File: src/verilog/serial_card_pkg.sv
// Constants and types for the serial card control registers
// Notes on behaviour
// - Writing a non-zero low byte to register zero restores the power-up state.
// - That interface reset leaves the active character format as it stands.
// - Line rate register takes one of sixteen rates, 50 to 19200, incl. 134.
// - Reading register three returns the active line rate in bits per second.
// - A written character format overrides the default format register.
// - Format bits 7:6: 00 no change, 01 Xon/Xoff both ways, 11 off.
// - Format bits 5:4 pick parity sense: 00 odd, 01 even.
// - Format bit 3 enables parity; when clear no parity bit is sent.
// - Format bit 2 picks one stop bit when clear, two when set.
// - Format bits 1:0 give five, six, seven or eight data bits.
// - Register fourteen holds the default format in the same layout.
// - Register thirteen holds the default line rate.
// - Transmit is idle only after the last bit of the last character left.
// - One received character is buffered; host must take it in time.
package serial_card_pkg;

    localparam int SYS_CLK_HZ    = 125_000_000;
    localparam int TX_FIFO_DEPTH = 4;
    localparam int DATA_W        = 8;
    localparam int DIV_W         = 22;

    localparam logic [3:0] REG_IFACE_RST = 4'h0;
    localparam logic [3:0] REG_LINE_RATE = 4'h3;
    localparam logic [3:0] REG_CHAR_FMT  = 4'h4;
    localparam logic [3:0] REG_DEF_RATE  = 4'hd;
    localparam logic [3:0] REG_DEF_FMT   = 4'he;

    localparam logic [15:0] DEF_RATE_RST = 16'h012c;
    localparam logic [7:0]  DEF_FMT_RST  = 8'h0e;

    localparam logic [1:0] HS_XON     = 2'h1;
    localparam logic [1:0] HS_OFF     = 2'h3;
    localparam logic [1:0] SENSE_EVEN = 2'h1;
    localparam logic [2:0] LAST_IDX_BASE = 3'h4;
    localparam logic [2:0] LAST_IDX_MAX  = 3'h7;
    localparam logic [7:0] CHAR_XON   = 8'h11;
    localparam logic [7:0] CHAR_XOFF  = 8'h13;

    localparam int RATE_COUNT = 16;
    localparam logic [15:0] RATE_TAB [RATE_COUNT] = '{
        16'h0032, 16'h004b, 16'h006e, 16'h0086, 16'h0096, 16'h00c8,
        16'h012c, 16'h0258, 16'h04b0, 16'h0708, 16'h0960, 16'h0e10,
        16'h12c0, 16'h1c20, 16'h2580, 16'h4b00};
    localparam logic [15:0] RATE_134      = 16'h0086;
    localparam logic [15:0] RATE_FALLBACK = 16'h2580;
    localparam int BAUD134_MUL = 2;
    localparam int BAUD134_DEN = 269;

    typedef struct packed {
        logic [1:0] hs;
        logic [1:0] sense;
        logic       par_en;
        logic       two_stop;
        logic [1:0] len;
    } fmt_t;

    typedef struct packed {
        logic        wr;
        logic        rd;
        logic [3:0]  addr;
        logic [15:0] wdata;
    } reg_req_t;

    typedef enum logic [4:0] {
        TX_IDLE  = 5'h01,
        TX_START = 5'h02,
        TX_DATA  = 5'h04,
        TX_PAR   = 5'h08,
        TX_STOP  = 5'h10
    } tx_state_t;

    typedef enum logic [4:0] {
        RX_IDLE  = 5'h01,
        RX_START = 5'h02,
        RX_DATA  = 5'h04,
        RX_PAR   = 5'h08,
        RX_STOP  = 5'h10
    } rx_state_t;

    // Bit period in clock cycles; 134 stands for 134.5 baud
    function automatic logic [DIV_W-1:0] baud_div(input int clk_hz,
                                                  input logic [15:0] rate);
        int d;
        d = clk_hz / int'(RATE_FALLBACK);
        for (int i = 0; i < RATE_COUNT; i++)
            if (rate == RATE_TAB[i])
                d = clk_hz / int'(RATE_TAB[i]);
        if (rate == RATE_134)
            d = (clk_hz * BAUD134_MUL) / BAUD134_DEN;
        if (d < 1)
            d = 1;
        return d[DIV_W-1:0];
    endfunction

    function automatic logic [2:0] last_idx(input logic [1:0] len);
        return {1'b0, len} + LAST_IDX_BASE;
    endfunction

endpackage

File: src/verilog/serial_card_control_registers.sv
// Serial card: control registers, transmit FIFO, transmitter, receiver
`timescale 1ns/1ps
`default_nettype none

module tx_fifo #(
    parameter int WIDTH = 8,
    parameter int DEPTH = 4
) (
    input  wire logic             sys_clk,
    input  wire logic             reset,
    input  wire logic             clk_en,
    input  wire logic             flush,
    input  wire logic [WIDTH-1:0] in_data,
    input  wire logic             in_valid,
    output logic                  in_ready,
    output logic      [WIDTH-1:0] out_data,
    output logic                  out_valid,
    input  wire logic             out_ready
);
    localparam int AW = (DEPTH > 1) ? $clog2(DEPTH) : 1;

    logic [WIDTH-1:0] mem [DEPTH];
    logic [AW-1:0]    wr_ptr_r;
    logic [AW-1:0]    rd_ptr_r;
    logic [AW:0]      count_r;
    logic             push;
    logic             pop;

    function automatic logic [AW-1:0] ptr_inc(input logic [AW-1:0] p);
        return (p == AW'(DEPTH - 1)) ? '0 : p + 1'b1;
    endfunction

    assign in_ready  = count_r != (AW + 1)'(DEPTH);
    assign out_valid = count_r != '0;
    assign out_data  = mem[rd_ptr_r];
    assign push      = clk_en & in_valid & in_ready;
    assign pop       = clk_en & out_valid & out_ready;

    always_ff @(posedge sys_clk)
    begin
        if (push)
            mem[wr_ptr_r] <= in_data;
    end

    always_ff @(posedge sys_clk)
    begin
        if (reset || flush)
        begin
            wr_ptr_r <= '0;
            rd_ptr_r <= '0;
            count_r  <= '0;
        end
        else
        begin
            if (push)
                wr_ptr_r <= ptr_inc(wr_ptr_r);
            if (pop)
                rd_ptr_r <= ptr_inc(rd_ptr_r);
            if (push && !pop)
                count_r <= count_r + 1'b1;
            else if (pop && !push)
                count_r <= count_r - 1'b1;
        end
    end
endmodule

module serial_card_control_registers
    import serial_card_pkg::*;
#(
    parameter int CLK_HZ     = SYS_CLK_HZ,
    parameter int FIFO_DEPTH = TX_FIFO_DEPTH
) (
    input  wire logic              sys_clk,
    input  wire logic              reset,
    input  wire logic              clk_en,
    input  wire reg_req_t          reg_req,
    output logic [15:0]            reg_rdata,
    input  wire logic [DATA_W-1:0] tx_data,
    input  wire logic              tx_valid,
    output logic                   tx_ready,
    output logic                   tx_idle,
    output logic [DATA_W-1:0]      rx_data,
    output logic                   rx_valid,
    input  wire logic              rx_ack,
    output logic                   rx_overrun,
    input  wire logic              overrun_clr,
    output logic                   ser_tx,
    input  wire logic              ser_rx
);
    logic [15:0]       line_rate_r;
    logic [15:0]       def_rate_r;
    fmt_t              char_fmt_r;
    fmt_t              def_fmt_r;
    logic              rate_ovr_r;
    logic              fmt_ovr_r;
    logic              xon_en_r;
    logic [15:0]       rdata_r;
    logic [15:0]       act_rate;
    fmt_t              act_fmt;
    logic              iface_rst;
    logic [DIV_W-1:0]  bit_div;
    logic [DIV_W-1:0]  div_m1;
    logic [2:0]        last;
    logic [DATA_W-1:0] f_data;
    logic              f_valid;
    logic              f_ready;
    tx_state_t         tx_state_r;
    logic [DIV_W-1:0]  tx_cnt_r;
    logic [2:0]        tx_idx_r;
    logic [7:0]        tx_shift_r;
    logic              tx_par_r;
    logic              ser_tx_r;
    logic              remote_stop_r;
    logic              tx_tick;
    logic              flow_req;
    logic              load_fifo;
    rx_state_t         rx_state_r;
    logic [DIV_W-1:0]  rx_cnt_r;
    logic [2:0]        rx_idx_r;
    logic [7:0]        rx_shift_r;
    logic [7:0]        rx_char;
    logic [7:0]        rx_data_r;
    logic              rx_valid_r;
    logic              overrun_r;
    logic              paused_r;
    logic              rx_tick;
    logic              rx_end;
    logic              rx_flow;
    logic              rx_deliver;

    function automatic logic wr_hit(input reg_req_t q, input logic [3:0] a);
        return q.wr && (q.addr == a);
    endfunction

    function automatic logic par_bit(input logic [7:0] d, input fmt_t f);
        logic [7:0] m;
        m = d & (8'hff >> (LAST_IDX_MAX - last_idx(f.len)));
        return (f.sense == SENSE_EVEN) ? ^m : ~^m;
    endfunction

    assign iface_rst = clk_en && wr_hit(reg_req, REG_IFACE_RST)
                       && (reg_req.wdata[7:0] != 8'h00);
    assign act_rate  = rate_ovr_r ? line_rate_r : def_rate_r;
    assign act_fmt   = fmt_ovr_r ? char_fmt_r : def_fmt_r;
    assign bit_div   = baud_div(CLK_HZ, act_rate);
    assign div_m1    = bit_div - 1'b1;
    assign last      = last_idx(act_fmt.len);

    // Register file
    always_ff @(posedge sys_clk)
    begin
        if (reset)
        begin
            line_rate_r <= DEF_RATE_RST;
            def_rate_r  <= DEF_RATE_RST;
            char_fmt_r  <= DEF_FMT_RST;
            def_fmt_r   <= DEF_FMT_RST;
            rate_ovr_r  <= 1'b0;
            fmt_ovr_r   <= 1'b0;
            xon_en_r    <= 1'b0;
        end
        else if (clk_en)
        begin
            if (iface_rst)
                rate_ovr_r <= 1'b0;
            if (wr_hit(reg_req, REG_LINE_RATE))
            begin
                line_rate_r <= reg_req.wdata;
                rate_ovr_r  <= 1'b1;
            end
            if (wr_hit(reg_req, REG_CHAR_FMT))
            begin
                char_fmt_r <= reg_req.wdata[7:0];
                fmt_ovr_r  <= 1'b1;
                case (reg_req.wdata[7:6])
                    HS_XON:  xon_en_r <= 1'b1;
                    HS_OFF:  xon_en_r <= 1'b0;
                    default: xon_en_r <= xon_en_r;
                endcase
            end
            if (wr_hit(reg_req, REG_DEF_RATE))
                def_rate_r <= reg_req.wdata;
            if (wr_hit(reg_req, REG_DEF_FMT))
                def_fmt_r <= reg_req.wdata[7:0];
        end
    end

    always_ff @(posedge sys_clk)
    begin
        if (reset)
            rdata_r <= 16'h0000;
        else if (clk_en && reg_req.rd)
        begin
            case (reg_req.addr)
                REG_LINE_RATE: rdata_r <= act_rate;
                REG_CHAR_FMT:  rdata_r <= {8'h00, xon_en_r ? HS_XON : HS_OFF,
                                           act_fmt[5:0]};
                REG_DEF_RATE:  rdata_r <= def_rate_r;
                REG_DEF_FMT:   rdata_r <= {8'h00, def_fmt_r};
                default:       rdata_r <= 16'h0000;
            endcase
        end
    end
    assign reg_rdata = rdata_r;

    tx_fifo #(
        .WIDTH (DATA_W),
        .DEPTH (FIFO_DEPTH)
    ) u_fifo (
        .sys_clk   (sys_clk),
        .reset     (reset),
        .clk_en    (clk_en),
        .flush     (iface_rst),
        .in_data   (tx_data),
        .in_valid  (tx_valid),
        .in_ready  (tx_ready),
        .out_data  (f_data),
        .out_valid (f_valid),
        .out_ready (f_ready)
    );

    // Transmitter; flow characters go ahead of queued data
    assign tx_tick   = tx_cnt_r == '0;
    assign flow_req  = xon_en_r && (rx_valid_r != remote_stop_r);
    assign load_fifo = (tx_state_r == TX_IDLE) && !flow_req && f_valid
                       && !(xon_en_r && paused_r);
    assign f_ready   = load_fifo;
    assign tx_idle   = (tx_state_r == TX_IDLE) && !f_valid;
    assign ser_tx    = ser_tx_r;

    always_ff @(posedge sys_clk)
    begin
        if (reset || iface_rst)
        begin
            tx_state_r    <= TX_IDLE;
            tx_cnt_r      <= '0;
            tx_idx_r      <= 3'h0;
            tx_shift_r    <= 8'h00;
            tx_par_r      <= 1'b0;
            ser_tx_r      <= 1'b1;
            remote_stop_r <= 1'b0;
        end
        else if (clk_en)
        begin
            if (tx_state_r != TX_IDLE)
                tx_cnt_r <= tx_tick ? div_m1 : tx_cnt_r - 1'b1;
            case (tx_state_r)
                TX_IDLE:
                    if (flow_req || load_fifo)
                    begin
                        tx_shift_r <= flow_req ?
                            (rx_valid_r ? CHAR_XOFF : CHAR_XON) : f_data;
                        tx_par_r   <= par_bit(flow_req ?
                            (rx_valid_r ? CHAR_XOFF : CHAR_XON) : f_data,
                            act_fmt);
                        if (flow_req)
                            remote_stop_r <= rx_valid_r;
                        ser_tx_r   <= 1'b0;
                        tx_cnt_r   <= div_m1;
                        tx_state_r <= TX_START;
                    end
                TX_START:
                    if (tx_tick)
                    begin
                        ser_tx_r   <= tx_shift_r[0];
                        tx_shift_r <= tx_shift_r >> 1;
                        tx_idx_r   <= 3'h0;
                        tx_state_r <= TX_DATA;
                    end
                TX_DATA:
                    if (tx_tick)
                    begin
                        if (tx_idx_r == last)
                        begin
                            tx_idx_r   <= 3'h0;
                            ser_tx_r   <= act_fmt.par_en ? tx_par_r : 1'b1;
                            tx_state_r <= act_fmt.par_en ? TX_PAR
                                                         : TX_STOP;
                        end
                        else
                        begin
                            ser_tx_r   <= tx_shift_r[0];
                            tx_shift_r <= tx_shift_r >> 1;
                            tx_idx_r   <= tx_idx_r + 1'b1;
                        end
                    end
                TX_PAR:
                    if (tx_tick)
                    begin
                        ser_tx_r   <= 1'b1;
                        tx_state_r <= TX_STOP;
                    end
                TX_STOP:
                    if (tx_tick)
                    begin
                        if (tx_idx_r < {2'b00, act_fmt.two_stop})
                            tx_idx_r <= tx_idx_r + 1'b1;
                        else
                            tx_state_r <= TX_IDLE;
                    end
                default:
                    tx_state_r <= TX_IDLE;
            endcase
        end
    end

    // Receiver with a single character buffer
    assign rx_tick    = rx_cnt_r == '0;
    assign rx_end     = clk_en && (rx_state_r == RX_STOP) && rx_tick;
    assign rx_char    = rx_shift_r >> (LAST_IDX_MAX - last);
    assign rx_flow    = xon_en_r && (rx_char == CHAR_XON
                                     || rx_char == CHAR_XOFF);
    assign rx_deliver = rx_end && !rx_flow;
    assign rx_data    = rx_data_r;
    assign rx_valid   = rx_valid_r;
    assign rx_overrun = overrun_r;

    always_ff @(posedge sys_clk)
    begin
        if (reset || iface_rst)
        begin
            rx_state_r <= RX_IDLE;
            rx_cnt_r   <= '0;
            rx_idx_r   <= 3'h0;
            rx_shift_r <= 8'h00;
        end
        else if (clk_en)
        begin
            if (rx_state_r != RX_IDLE)
                rx_cnt_r <= rx_tick ? div_m1 : rx_cnt_r - 1'b1;
            case (rx_state_r)
                RX_IDLE:
                    if (!ser_rx)
                    begin
                        rx_cnt_r   <= bit_div >> 1;
                        rx_state_r <= RX_START;
                    end
                RX_START:
                    if (rx_tick)
                    begin
                        rx_idx_r   <= 3'h0;
                        rx_state_r <= ser_rx ? RX_IDLE : RX_DATA;
                    end
                RX_DATA:
                    if (rx_tick)
                    begin
                        rx_shift_r <= {ser_rx, rx_shift_r[7:1]};
                        rx_idx_r   <= rx_idx_r + 1'b1;
                        if (rx_idx_r == last)
                            rx_state_r <= act_fmt.par_en ? RX_PAR : RX_STOP;
                    end
                RX_PAR:
                    if (rx_tick)
                        rx_state_r <= RX_STOP;
                RX_STOP:
                    if (rx_tick)
                        rx_state_r <= RX_IDLE;
                default:
                    rx_state_r <= RX_IDLE;
            endcase
        end
    end

    always_ff @(posedge sys_clk)
    begin
        if (reset || iface_rst)
        begin
            rx_data_r  <= 8'h00;
            rx_valid_r <= 1'b0;
            overrun_r  <= 1'b0;
            paused_r   <= 1'b0;
        end
        else if (clk_en)
        begin
            if (rx_ack)
                rx_valid_r <= 1'b0;
            if (overrun_clr)
                overrun_r <= 1'b0;
            if (rx_end && rx_flow)
                paused_r <= rx_char == CHAR_XOFF;
            if (rx_deliver)
            begin
                rx_data_r  <= rx_char;
                rx_valid_r <= 1'b1;
                if (rx_valid_r && !rx_ack)
                    overrun_r <= 1'b1;
            end
        end
    end
endmodule

`default_nettype wire

File: config.mk
export PLATFORM = sky130hd
export DESIGN_NAME = serial_card_control_registers
export DESIGN_NICKNAME = d
export VERILOG_FILES = /design/src/verilog/serial_card_pkg.sv /design/src/verilog/serial_card_control_registers.sv
export SDC_FILE = /design/constraint.sdc
export NUM_CORES = 1
export LEC_CHECK = 0
export BUFFER_PORTS_ARGS = -buffer_cell sky130_fd_sc_hd__clkbuf_2
export CAP_MARGIN = 20
export CORE_MARGIN = 3
export CORE_UTILIZATION = 62
export DETAILED_ROUTE_END_ITERATION = 8
export GPL_ROUTABILITY_DRIVEN = 1
export PLACE_DENSITY = 0.81
export SLEW_MARGIN = 20
export SYNTH_ARGS = -nofsm -noshare
export SYNTH_HDL_FRONTEND = slang
export SYNTH_HIERARCHICAL = 1
export SYNTH_SLANG_ARGS = --single-unit
File: constraint.sdc
create_clock -name sys_clk -period 4.25 [get_ports sys_clk]
set_input_delay 0.85 -clock sys_clk [delete_from_list [all_inputs] [get_ports sys_clk]]
set_output_delay 0.85 -clock sys_clk [all_outputs]
set_load 0.05 [all_outputs]
==> flow_summary.json, run 1 <==
{
  "outcome": "completed",
  "clock_skew_ps": 28.7,
  "initial_core_util_pct": 64.2,
  "r2r-end": "rx_cnt_r[1]",
  "synth_top_area_share_pct": 29.0,
  "nFillCells": 1417,
  "power.density_nw_per_um2": 513,
  "clockPowerShare_pct": 26.9,
  "post-cts-setup-buffer-count": 0,
  "reg2reg_depth": 10,
  "synth_area_um2": 11300,
  "busiest_layer": "met2",
  "crit_required_ps": 4630,
  "ys_warn_count": 6,
  "die-height_um": 141,
  "grt_use_met1_pct": 45.3,
  "reg2reg_slack_ps": 700,
  "via_per_inst": 6.68,
  "synth_compound_area_share_pct": 21.2,
  "drv_cap": 0,
  "cts_num_sinks": 196,
  "numCtsBuffers": 17,
  "hold_buffers": 0,
  "grt_max_degree": 57,
  "synth_cell_types": 88,
  "grt_antenna_before_repair": 0,
  "clock_path_buffers": 2,
  "r2r-start": "rate_ovr_r",
  "cp.arrival_ps": 3930,
  "switching_share_pct": 40.6,
  "synth.area.mux_share_pct": 5.78,
  "ctsResizeCount": 0,
  "setup_violations": 0,
  "ys_seq_area_share_pct": 37.5,
  "p_comb_share_pct": 37.2,
  "area_growth_pct": 9.63,
  "setup-tns-final_ps": 0,
  "drc": 0,
  "min_path_type": "register to register",
  "fin_crit_sh_pct": 83.4,
  "cts_tree": "yes",
  "grt_use_total_pct": 31.7,
  "min_path_cells": 2,
  "synth_top_family_by_area": "simple AND/OR/NAND/NOR gates",
  "cts-root-buf": "clkbuf_16",
  "crit_path_max_fanout": 18,
  "grt_pass1_wl_um": 51500,
  "synthAdderAreaFrac_pct": 1.39,
  "grt_pass1_vias": 9890,
  "insertion_delay_ps": 460,
  "rsz0062_at_grt": "false",
  "cp-end-kind": "register",
  "intPower_uw": 3780,
  "synth_edf_count": 32,
  "fmax_ghz": 0.282,
  "worst_slew_pin_slew_ps": 945,
  "synth_xor_area_share_pct": 3.02,
  "die_width_um": 141,
  "slew_viol_final": 0,
  "wl_per_cell_um": 19.6,
  "diodes": 0,
  "crit_path_max_incr_delay_ps": 650,
  "synth_area_leaders": "dfxtp_1, edfxtp_1, nand2_1",
  "switchingPower_uw": 2590,
  "async_flop_share_pct": 0,
  "drt_wl_total_um": 31900,
  "finalHoldViolations": 0,
  "min-delay-start": "tx_shift_r[0]",
  "fp.coreArea_um2": 17600,
  "syn_area_per_cell_um2": 8.32,
  "synth_flop_cell": "dfxtp_1",
  "setup.worst_path.class": "register to register",
  "io_pins": 66,
  "synth_fp_nets": 1408,
  "fin_nets": 1437,
  "crit_slowest_cell": "dfxtp_1",
  "design_area_um2": 12400,
  "num_rows": 48,
  "place_area_um2": 11800,
  "min_to": "tx_shift_r[0]",
  "netlist_instances": 1359,
  "drive_above_1_share_pct": 13.5,
  "cts-htree-levels": 4,
  "worstPathCellList": "or3b_2 > a22oi_1 > o2111ai_2 > o221ai_1 > nor2_1 > ha_1 > mux2_2 > o22ai_1 > a22oi_1 > nor2_1",
  "grt_use_met3_pct": 5.19,
  "port_buffers": 65,
  "vias": 10900,
  "ant_nets": 0,
  "seqPwrFrac_pct": 35.9,
  "ys_seq_elements": 196,
  "dr.pass1.iters": 7,
  "start_kind": "register",
  "synthSimpleGateAreaFrac_pct": 27.2,
  "period_minus_slack_ps": 3550,
  "peakVddDrop_uv": 421,
  "overflow": 0,
  "clkTransAtPathRegs_ps": 90,
  "fp.dieArea_um2": 19900,
  "drt_iter0_markers": 1254,
  "gp_congestion": 1.00,
  "leakage_uw": 0.00450,
  "yosysTopAreaCell": "dfxtp_1",
  "use_met2_pct": 49.4,
  "max_slew_margin_pct": 36.8,
  "hpwl_um": 22200
}
cell families after synthesis:
family / Yosys count
simple gates: 589
compound gates: 372
flops: 196
buf+inv: 98
mux: 53
xor+xnor: 39
fa+ha+maj: 12
cell type report:
| type | instances | area [um2] | share of cell area (%) |
|---|---|---|---|
| sequential | 196 | 4240 | 34.2 |
| multi-input combinational | 1065 | 6650 | 53.6 |
| inverter | 18 | 67.6 | 0.545 |
| clock buffer | 17 | 425 | 3.43 |
| clock inverter | 15 | 200 | 1.62 |
| timing repair buffer | 90 | 526 | 4.24 |
| tap | 225 | 282 | 2.27 |
worst max-delay path: cells and delay by family (launching register included):
family                     cells  cell delay (ps)
adders and majority gates      1              330
and+or+nand+nor                3              720
muxes                          1              270
AOI/OAI and AO/OA              5             1490
DFF                            1              650
placed cells by master, fill, tap and decap left out, drive strengths merged, types with 11 or more instances in the layout:
cell and count:
a211oi 18, a21oi 109, a22oi 41, a31oi 16, and2 14, and3 16
buf 25, clkbuf 82, dfxtp 164, edfxtp 32, ha 11, inv 29
mux2i 39, nand2 179, nand2b 12, nand3 29, nand3b 29, nand4 15
nor2 133, nor2b 11, nor3 45, nor4 17, o21ai 88, o22ai 12
or3 26, or3b 23, or4 11, xnor2 24, xor2 15
Yosys cell counts (16+ instances only):
cell type and instances:
nand3_1 29, and3_1 16, nand3b_1 29, nor3_1 42, or3b_2 21, or3_1 23, a21oi_1 108, inv_1 17
xnor2_1 24, dfxtp_1 164, nand2_1 177, mux2i_1 38, o21ai_0 87, a211oi_1 18, edfxtp_1 32, a22oi_1 41
nor2_1 132, clkbuf_1 58, a31oi_1 16
routing by layer:
metal,vias to the layer above,share of wire [%],wire length [um]
met2,518,46,14600
met1,5136,43,13800
met5,-,0,0
li1,5122,-,-
met4,0,2.6,833
met3,80,8.2,2630
how the worst max path moves through the flow:
stage               cells after the start        from           to  slack [ps]
floorplan                              11  rate_ovr_r  rx_cnt_r[1]        1300
global placement                       10  rate_ovr_r  rx_cnt_r[1]         810
detailed placement                     10  rate_ovr_r  rx_cnt_r[1]         830
CTS                                    10  rate_ovr_r  rx_cnt_r[1]         760
global route                           10  rate_ovr_r  rx_cnt_r[1]         350
finish                                 10  rate_ovr_r  rx_cnt_r[1]         700
flip-flops by register name, indices dropped and copies added (netlist names), 6 cells and up, named ones only:
name / cells
u_fifo/mem: 32
rx_cnt_r: 22
tx_cnt_r: 22
def_rate_r: 16
line_rate_r: 16
reg_rdata: 16
def_fmt_r: 8
rx_data: 8
rx_shift_r: 8
tx_shift_r: 8
char_fmt_r: 6
power groups by stage:
stage	clock, uW	combinational, uW	sequential, uW
final	1710	2370	2280
after global routing	1800	2610	2310
after CTS	1730	2320	2280
after detailed placement	0	2300	2320
after global placement	0	2260	2310
after floorplan	0	1790	2260
metrics by stage:
stage	setup slack, ps	instances	power, uW	hold slack, ps	utilization, %
global route	354	1626	6720	500	70.4
global placement	812	1594	4570	445	66.8
CTS	764	1626	6330	478	70.4
detailed placement	825	1594	4620	463	66.8
finish	704	1626	6360	478	70.4
floorplan	1300	1359	4060	432	-
Power figures use the tool's default switching activity.
==> inputs of run 2 (changes only) <==
clock period = 3.44 ns   (was 4.25 ns; I/O delays follow)
==> run 2 against run 1 <==
Compared with the run above: first-iteration DRC count up 3.8%; via count rose by 0.91%; clock skew down 11 ps; clock power increased by 18%; global-route usage up 0.69 points; clock-buffer cell count did not move; utilization grew 0.63 points; sequential share of layout area fell by 0.30 points; die area unchanged; final area rose by 0.90%.
==> flow_summary.json, run 2 (synthesis gave the netlist of run 1 again) <==
{
  "min_path_type": "primary input to register",
  "crit_slowest_cell": "a222oi_1",
  "clock_skew_ps": 17.3,
  "crit_path_start": "rate_ovr_r",
  "biggestRegsByFlops": "u_fifo/mem (32), rx_cnt_r (22), tx_cnt_r (22)",
  "peakVddDrop_uv": 508,
  "port_buffers": 65,
  "clockPowerShare_pct": 25.6,
  "insertion_delay_ps": 440,
  "grt_max_degree": 60,
  "intPower_uw": 4690,
  "slew_viol_final": 0,
  "cts-root-buf": "clkbuf_16",
  "drc": 0,
  "clock_path_buffers": 2,
  "drive_above_1_share_pct": 14.7,
  "setup.worst_path.class": "register to register",
  "largest_reg_flops": 32,
  "fin_nets": 1455,
  "outcome": "completed",
  "final_cell_count_no_fill": 1644,
  "r2r-start": "rate_ovr_r",
  "period_minus_slack_ps": 3300,
  "via_per_inst": 6.66,
  "initial_core_util_pct": 64.2,
  "worst_slew_pin_slew_ps": 952,
  "fmax_ghz": 0.303,
  "max_slew_margin_pct": 36.3,
  "start_kind": "register",
  "die-height_um": 141,
  "setup_violations": 0,
  "worstPathCellList": "buf_6 > or3b_2 > a222oi_1 > nand4_1 > and4_1 > ha_1 > mux2_2 > o22ai_1 > a22oi_1 > nor2_1",
  "final_common_cell": "nand2_1",
  "numCtsBuffers": 17,
  "num_rows": 48,
  "hpwl_um": 22800,
  "dp_cells": 1611,
  "overflow": 0,
  "switchingPower_uw": 3190,
  "drt_wl_total_um": 32500,
  "fin_crit_sh_pct": 95.9,
  "drv_cap": 0,
  "cp-end-kind": "register",
  "vias": 11000,
  "crit_path_max_fanout": 43,
  "wl_per_cell_um": 19.8,
  "nFillCells": 1456,
  "grt_pass1_vias": 10500,
  "dr.pass1.iters": 6,
  "cts_num_sinks": 196,
  "ant_nets": 0,
  "power.density_nw_per_um2": 631,
  "power.total_uw": 7880,
  "cts-htree-levels": 4,
  "leakage_uw": 0.00457,
  "area_growth_pct": 10.6,
  "cts_tree": "yes",
  "seqPwrFrac_pct": 35.9,
  "setup-tns-final_ps": 0,
  "hold_buffers": 0,
  "switching_share_pct": 40.5,
  "min-delay-start": "tx_data[6]",
  "die_width_um": 141,
  "crit_required_ps": 3800,
  "gp_congestion": 0.999,
  "regMostFlops": "u_fifo/mem",
  "finalHoldViolations": 0,
  "place_area_um2": 11900,
  "p_comb_share_pct": 38.5,
  "seqCellArea_um2": 4250,
  "drt_iter0_markers": 1302,
  "fp.coreArea_um2": 17600,
  "clkTransAtPathRegs_ps": 80,
  "final_cell_mix": "nand2_1, dfxtp_1, nor2_1",
  "cp.arrival_ps": 3660,
  "io_pins": 66,
  "rsz0062_at_grt": "false",
  "fp.dieArea_um2": 19900,
  "diodes": 0,
  "grt_use_total_pct": 32.4,
  "design_area_um2": 12500,
  "grt_pass1_wl_um": 52800,
  "crit_path_max_incr_delay_ps": 520,
  "multi_input_area_um2": 6640,
  "grt_antenna_before_repair": 0
}
run 2: critical path: cells and delay by family (launching register included):
family / cells / cell delay, ps
DFF: 1 / 390
and+or+nand+nor: 4 / 1160
muxes: 1 / 280
adders and majority gates: 1 / 330
AOI/OAI and AO/OA: 3 / 850
buffers and inverters: 1 / 210
run 2: path summary, 6_finish.rpt:
| check | slack (ps) | depth (start not counted) | end |
|---|---|---|---|
| worst min register to register | 470 | 2 | tx_par_r |
| worst max register to register | 140 | 10 | rx_cnt_r[1] |
| worst min-delay path | 460 | 1 | u_fifo/mem[2][6] |
| worst max-delay path | 140 | 10 | rx_cnt_r[1] |
run 2: area by class of cell:
type	count	share of cell area (%)
multi-input cells	1065	53.1
flip-flops and latches	196	34.0
repair buffers	108	5.31
clock buffers	17	3.40
well taps	225	2.25
clock inverters	15	1.42
inverters	18	0.540
run 2: layer usage:
layer | vias to the layer above | GRT usage, % | part of all wire [%]
met1 | 5210 | 44.0 | 42
met4 | 0 | 11.8 | 3.0
met2 | 515 | 51.7 | 46
li1 | 5139 | - | -
met3 | 91 | 6.28 | 8.4
met5 | - | 0 | 0
run 2: what timing repair did:
action | in CTS | in global routing
endpoints found under the setup margin | 0 | 10
buffers inserted | 0 | 1
hold endpoints to repair | 0 | 0
resized for setup | 0 | 2
run 2: stage by stage:
stage | util [%] | hold slack, ps | setup WS [ps]
6_report | 71.1 | 459 | 140
5_1_grt | 71.1 | 449 | 22.7
4_1_cts | 71.0 | 452 | 96.4
3_5_place_dp | 67.5 | 456 | 241
3_3_place_gp | 67.5 | 448 | 276
2_1_floorplan | - | 432 | 489
run 2: power groups by stage:
stage,Clock (uW),Sequential [uW],Combinational [uW]
floorplan,0,2790,2220
global placement,0,2850,2910
detailed placement,0,2860,2950
CTS,2030,2820,2980
global route,2130,2860,3310
finish,2020,2830,3040
==> inputs of run 3 (changes only) <==
clock period = 3.5 ns   (was 3.44 ns; I/O delays follow)
==> run 3 against run 2 <==
Compared with the run above: final area grew 0.27%; sequential power shrank 2%; die area is the same; clock skew shrank 5.5 ps; flip-flop and latch count is the same; critical endpoint is now rx_cnt_r[2]; hold slack gained 4.4 ps.
==> flow_summary.json, run 3 (synthesis gave the netlist of run 1 again) <==
{
  "fp.coreArea_um2": 17600,
  "hold_buffers": 0,
  "grt_pass1_vias": 10200,
  "hpwl_um": 22700,
  "area_growth_pct": 10.9,
  "start_kind": "register",
  "ant_nets": 0,
  "power.density_nw_per_um2": 624,
  "grt_use_total_pct": 31.7,
  "seqCellArea_um2": 4240,
  "cp.arrival_ps": 3670,
  "fin_nets": 1456,
  "max_slew_margin_pct": 42.1,
  "crit_required_ps": 3880,
  "min_path_type": "register to register",
  "largest_reg_flops": 32,
  "cts-htree-levels": 4,
  "biggestRegsByFlops": "u_fifo/mem (32), rx_cnt_r (22), tx_cnt_r (22)",
  "outcome": "completed",
  "fin_crit_sh_pct": 94.1,
  "critPathBufInv": 2,
  "overflow": 0,
  "multi_input_area_um2": 6640,
  "setup-tns-final_ps": 0,
  "final_cell_mix": "nand2_1, dfxtp_1, nor2_1",
  "finalHoldViolations": 0,
  "post-cts-setup-buffer-count": 0,
  "peakVddDrop_uv": 497,
  "die_width_um": 141,
  "setup.worst_path.class": "register to register",
  "drt_iter0_markers": 1274,
  "die-height_um": 141,
  "crit_path_max_incr_delay_ps": 590,
  "clock_skew_ps": 11.8,
  "setup_violations": 0,
  "clock_path_buffers": 2,
  "io_pins": 66,
  "power.total_uw": 7820,
  "regMostFlops": "u_fifo/mem",
  "drive_above_1_share_pct": 14.7,
  "via_per_inst": 6.67,
  "rsz0062_at_grt": "false",
  "drc": 0,
  "dr.pass1.iters": 7,
  "wl_per_cell_um": 19.5,
  "critical-path-top-delay-family": "compound AO/OA/AOI/OAI gates",
  "grt_max_degree": 53,
  "slew_viol_final": 0,
  "vias": 11000,
  "numCtsBuffers": 17,
  "fp.dieArea_um2": 19900,
  "gp_congestion": 1.01,
  "nFillCells": 1393,
  "grt_antenna_before_repair": 0,
  "diodes": 0,
  "drt_wl_total_um": 32100,
  "cts_num_sinks": 196,
  "initial_core_util_pct": 64.2,
  "drv_cap": 0,
  "cts_tree": "yes",
  "crit_path_max_fanout": 40,
  "period_minus_slack_ps": 3290,
  "fmax_ghz": 0.304,
  "crit_top_cell": "buf_4",
  "port_buffers": 65,
  "clkTransAtPathRegs_ps": 80,
  "grt_pass1_wl_um": 51900,
  "cts-root-buf": "clkbuf_16",
  "worstPathCellList": "buf_4 > or3b_2 > a22oi_1 > a32oi_1 > o21bai_1 > buf_4 > or4_1 > a2111oi_0 > a22o_1",
  "ctsResizeCount": 0,
  "num_rows": 48,
  "leakage_uw": 0.00460,
  "cp-end-kind": "register",
  "crit_slowest_cell": "or4_1",
  "insertion_delay_ps": 440,
  "worst_slew_pin_slew_ps": 865,
  "final_common_cell": "nand2_1"
}
[run 3: changes by cell type in the layout (fill, tap and decap cells not counted), sizes merged]
cell,delta
buf,+1
clkinvlp,-2
inv,+2
[run 3: report_power, final]
group	internal, uW	switching (uW)	total (uW)
combinational	1160	1870	3030
sequential	2510	265	2770
clock	986	1040	2020
[run 3: layer usage]
layer | GRT usage (%) | up-vias | part of all wire [%]
met1 | 44.5 | 5159 | 42
met2 | 49.5 | 593 | 46
li1 | - | 5135 | -
met3 | 5.73 | 80 | 9.2
met5 | 0 | - | 0
met4 | 10.7 | 0 | 2.7
[run 3: metrics by stage]
stage               hold WS (ps)  utilization (%)  setup slack [ps]  instance area [um2]  std cells
finish                       463             71.3               208                12500       1645
global route                 471             71.3              2.23                12500       1645
CTS                          462             71.2               303                12500       1645
detailed placement           453             67.7               304                11900       1613
global placement             446             67.7               366                11900       1613
floorplan                    432                -               549                11300       1359
[run 3: cell type report]
cell class / instances / share of cell area (%)
clock buffers: 17 / 3.39
clock inverters: 15 / 1.57
inverters: 18 / 0.539
multi-input cells: 1065 / 53.0
flip-flops and latches: 196 / 33.8
well taps: 225 / 2.25
repair buffers: 109 / 5.43
[run 3: worst paths after layout]
| kind | startpoint | endpoint | slack (ps) | cells past startpoint |
|---|---|---|---|---|
| max reg2reg | rate_ovr_r | rx_cnt_r[2] | 210 | 9 |
| min reg2reg | tx_par_r | tx_par_r | 460 | 2 |
| min | tx_par_r | tx_par_r | 460 | 2 |
| max | rate_ovr_r | rx_cnt_r[2] | 210 | 9 |
[run 3: worst min-delay path: cells and delay by family, from the launching register on]
kind | cells | cell delay [ps]
AND/OR/NAND/NOR | 1 | 50
AO/OA/AOI/OAI | 1 | 50
flip-flops | 1 | 320
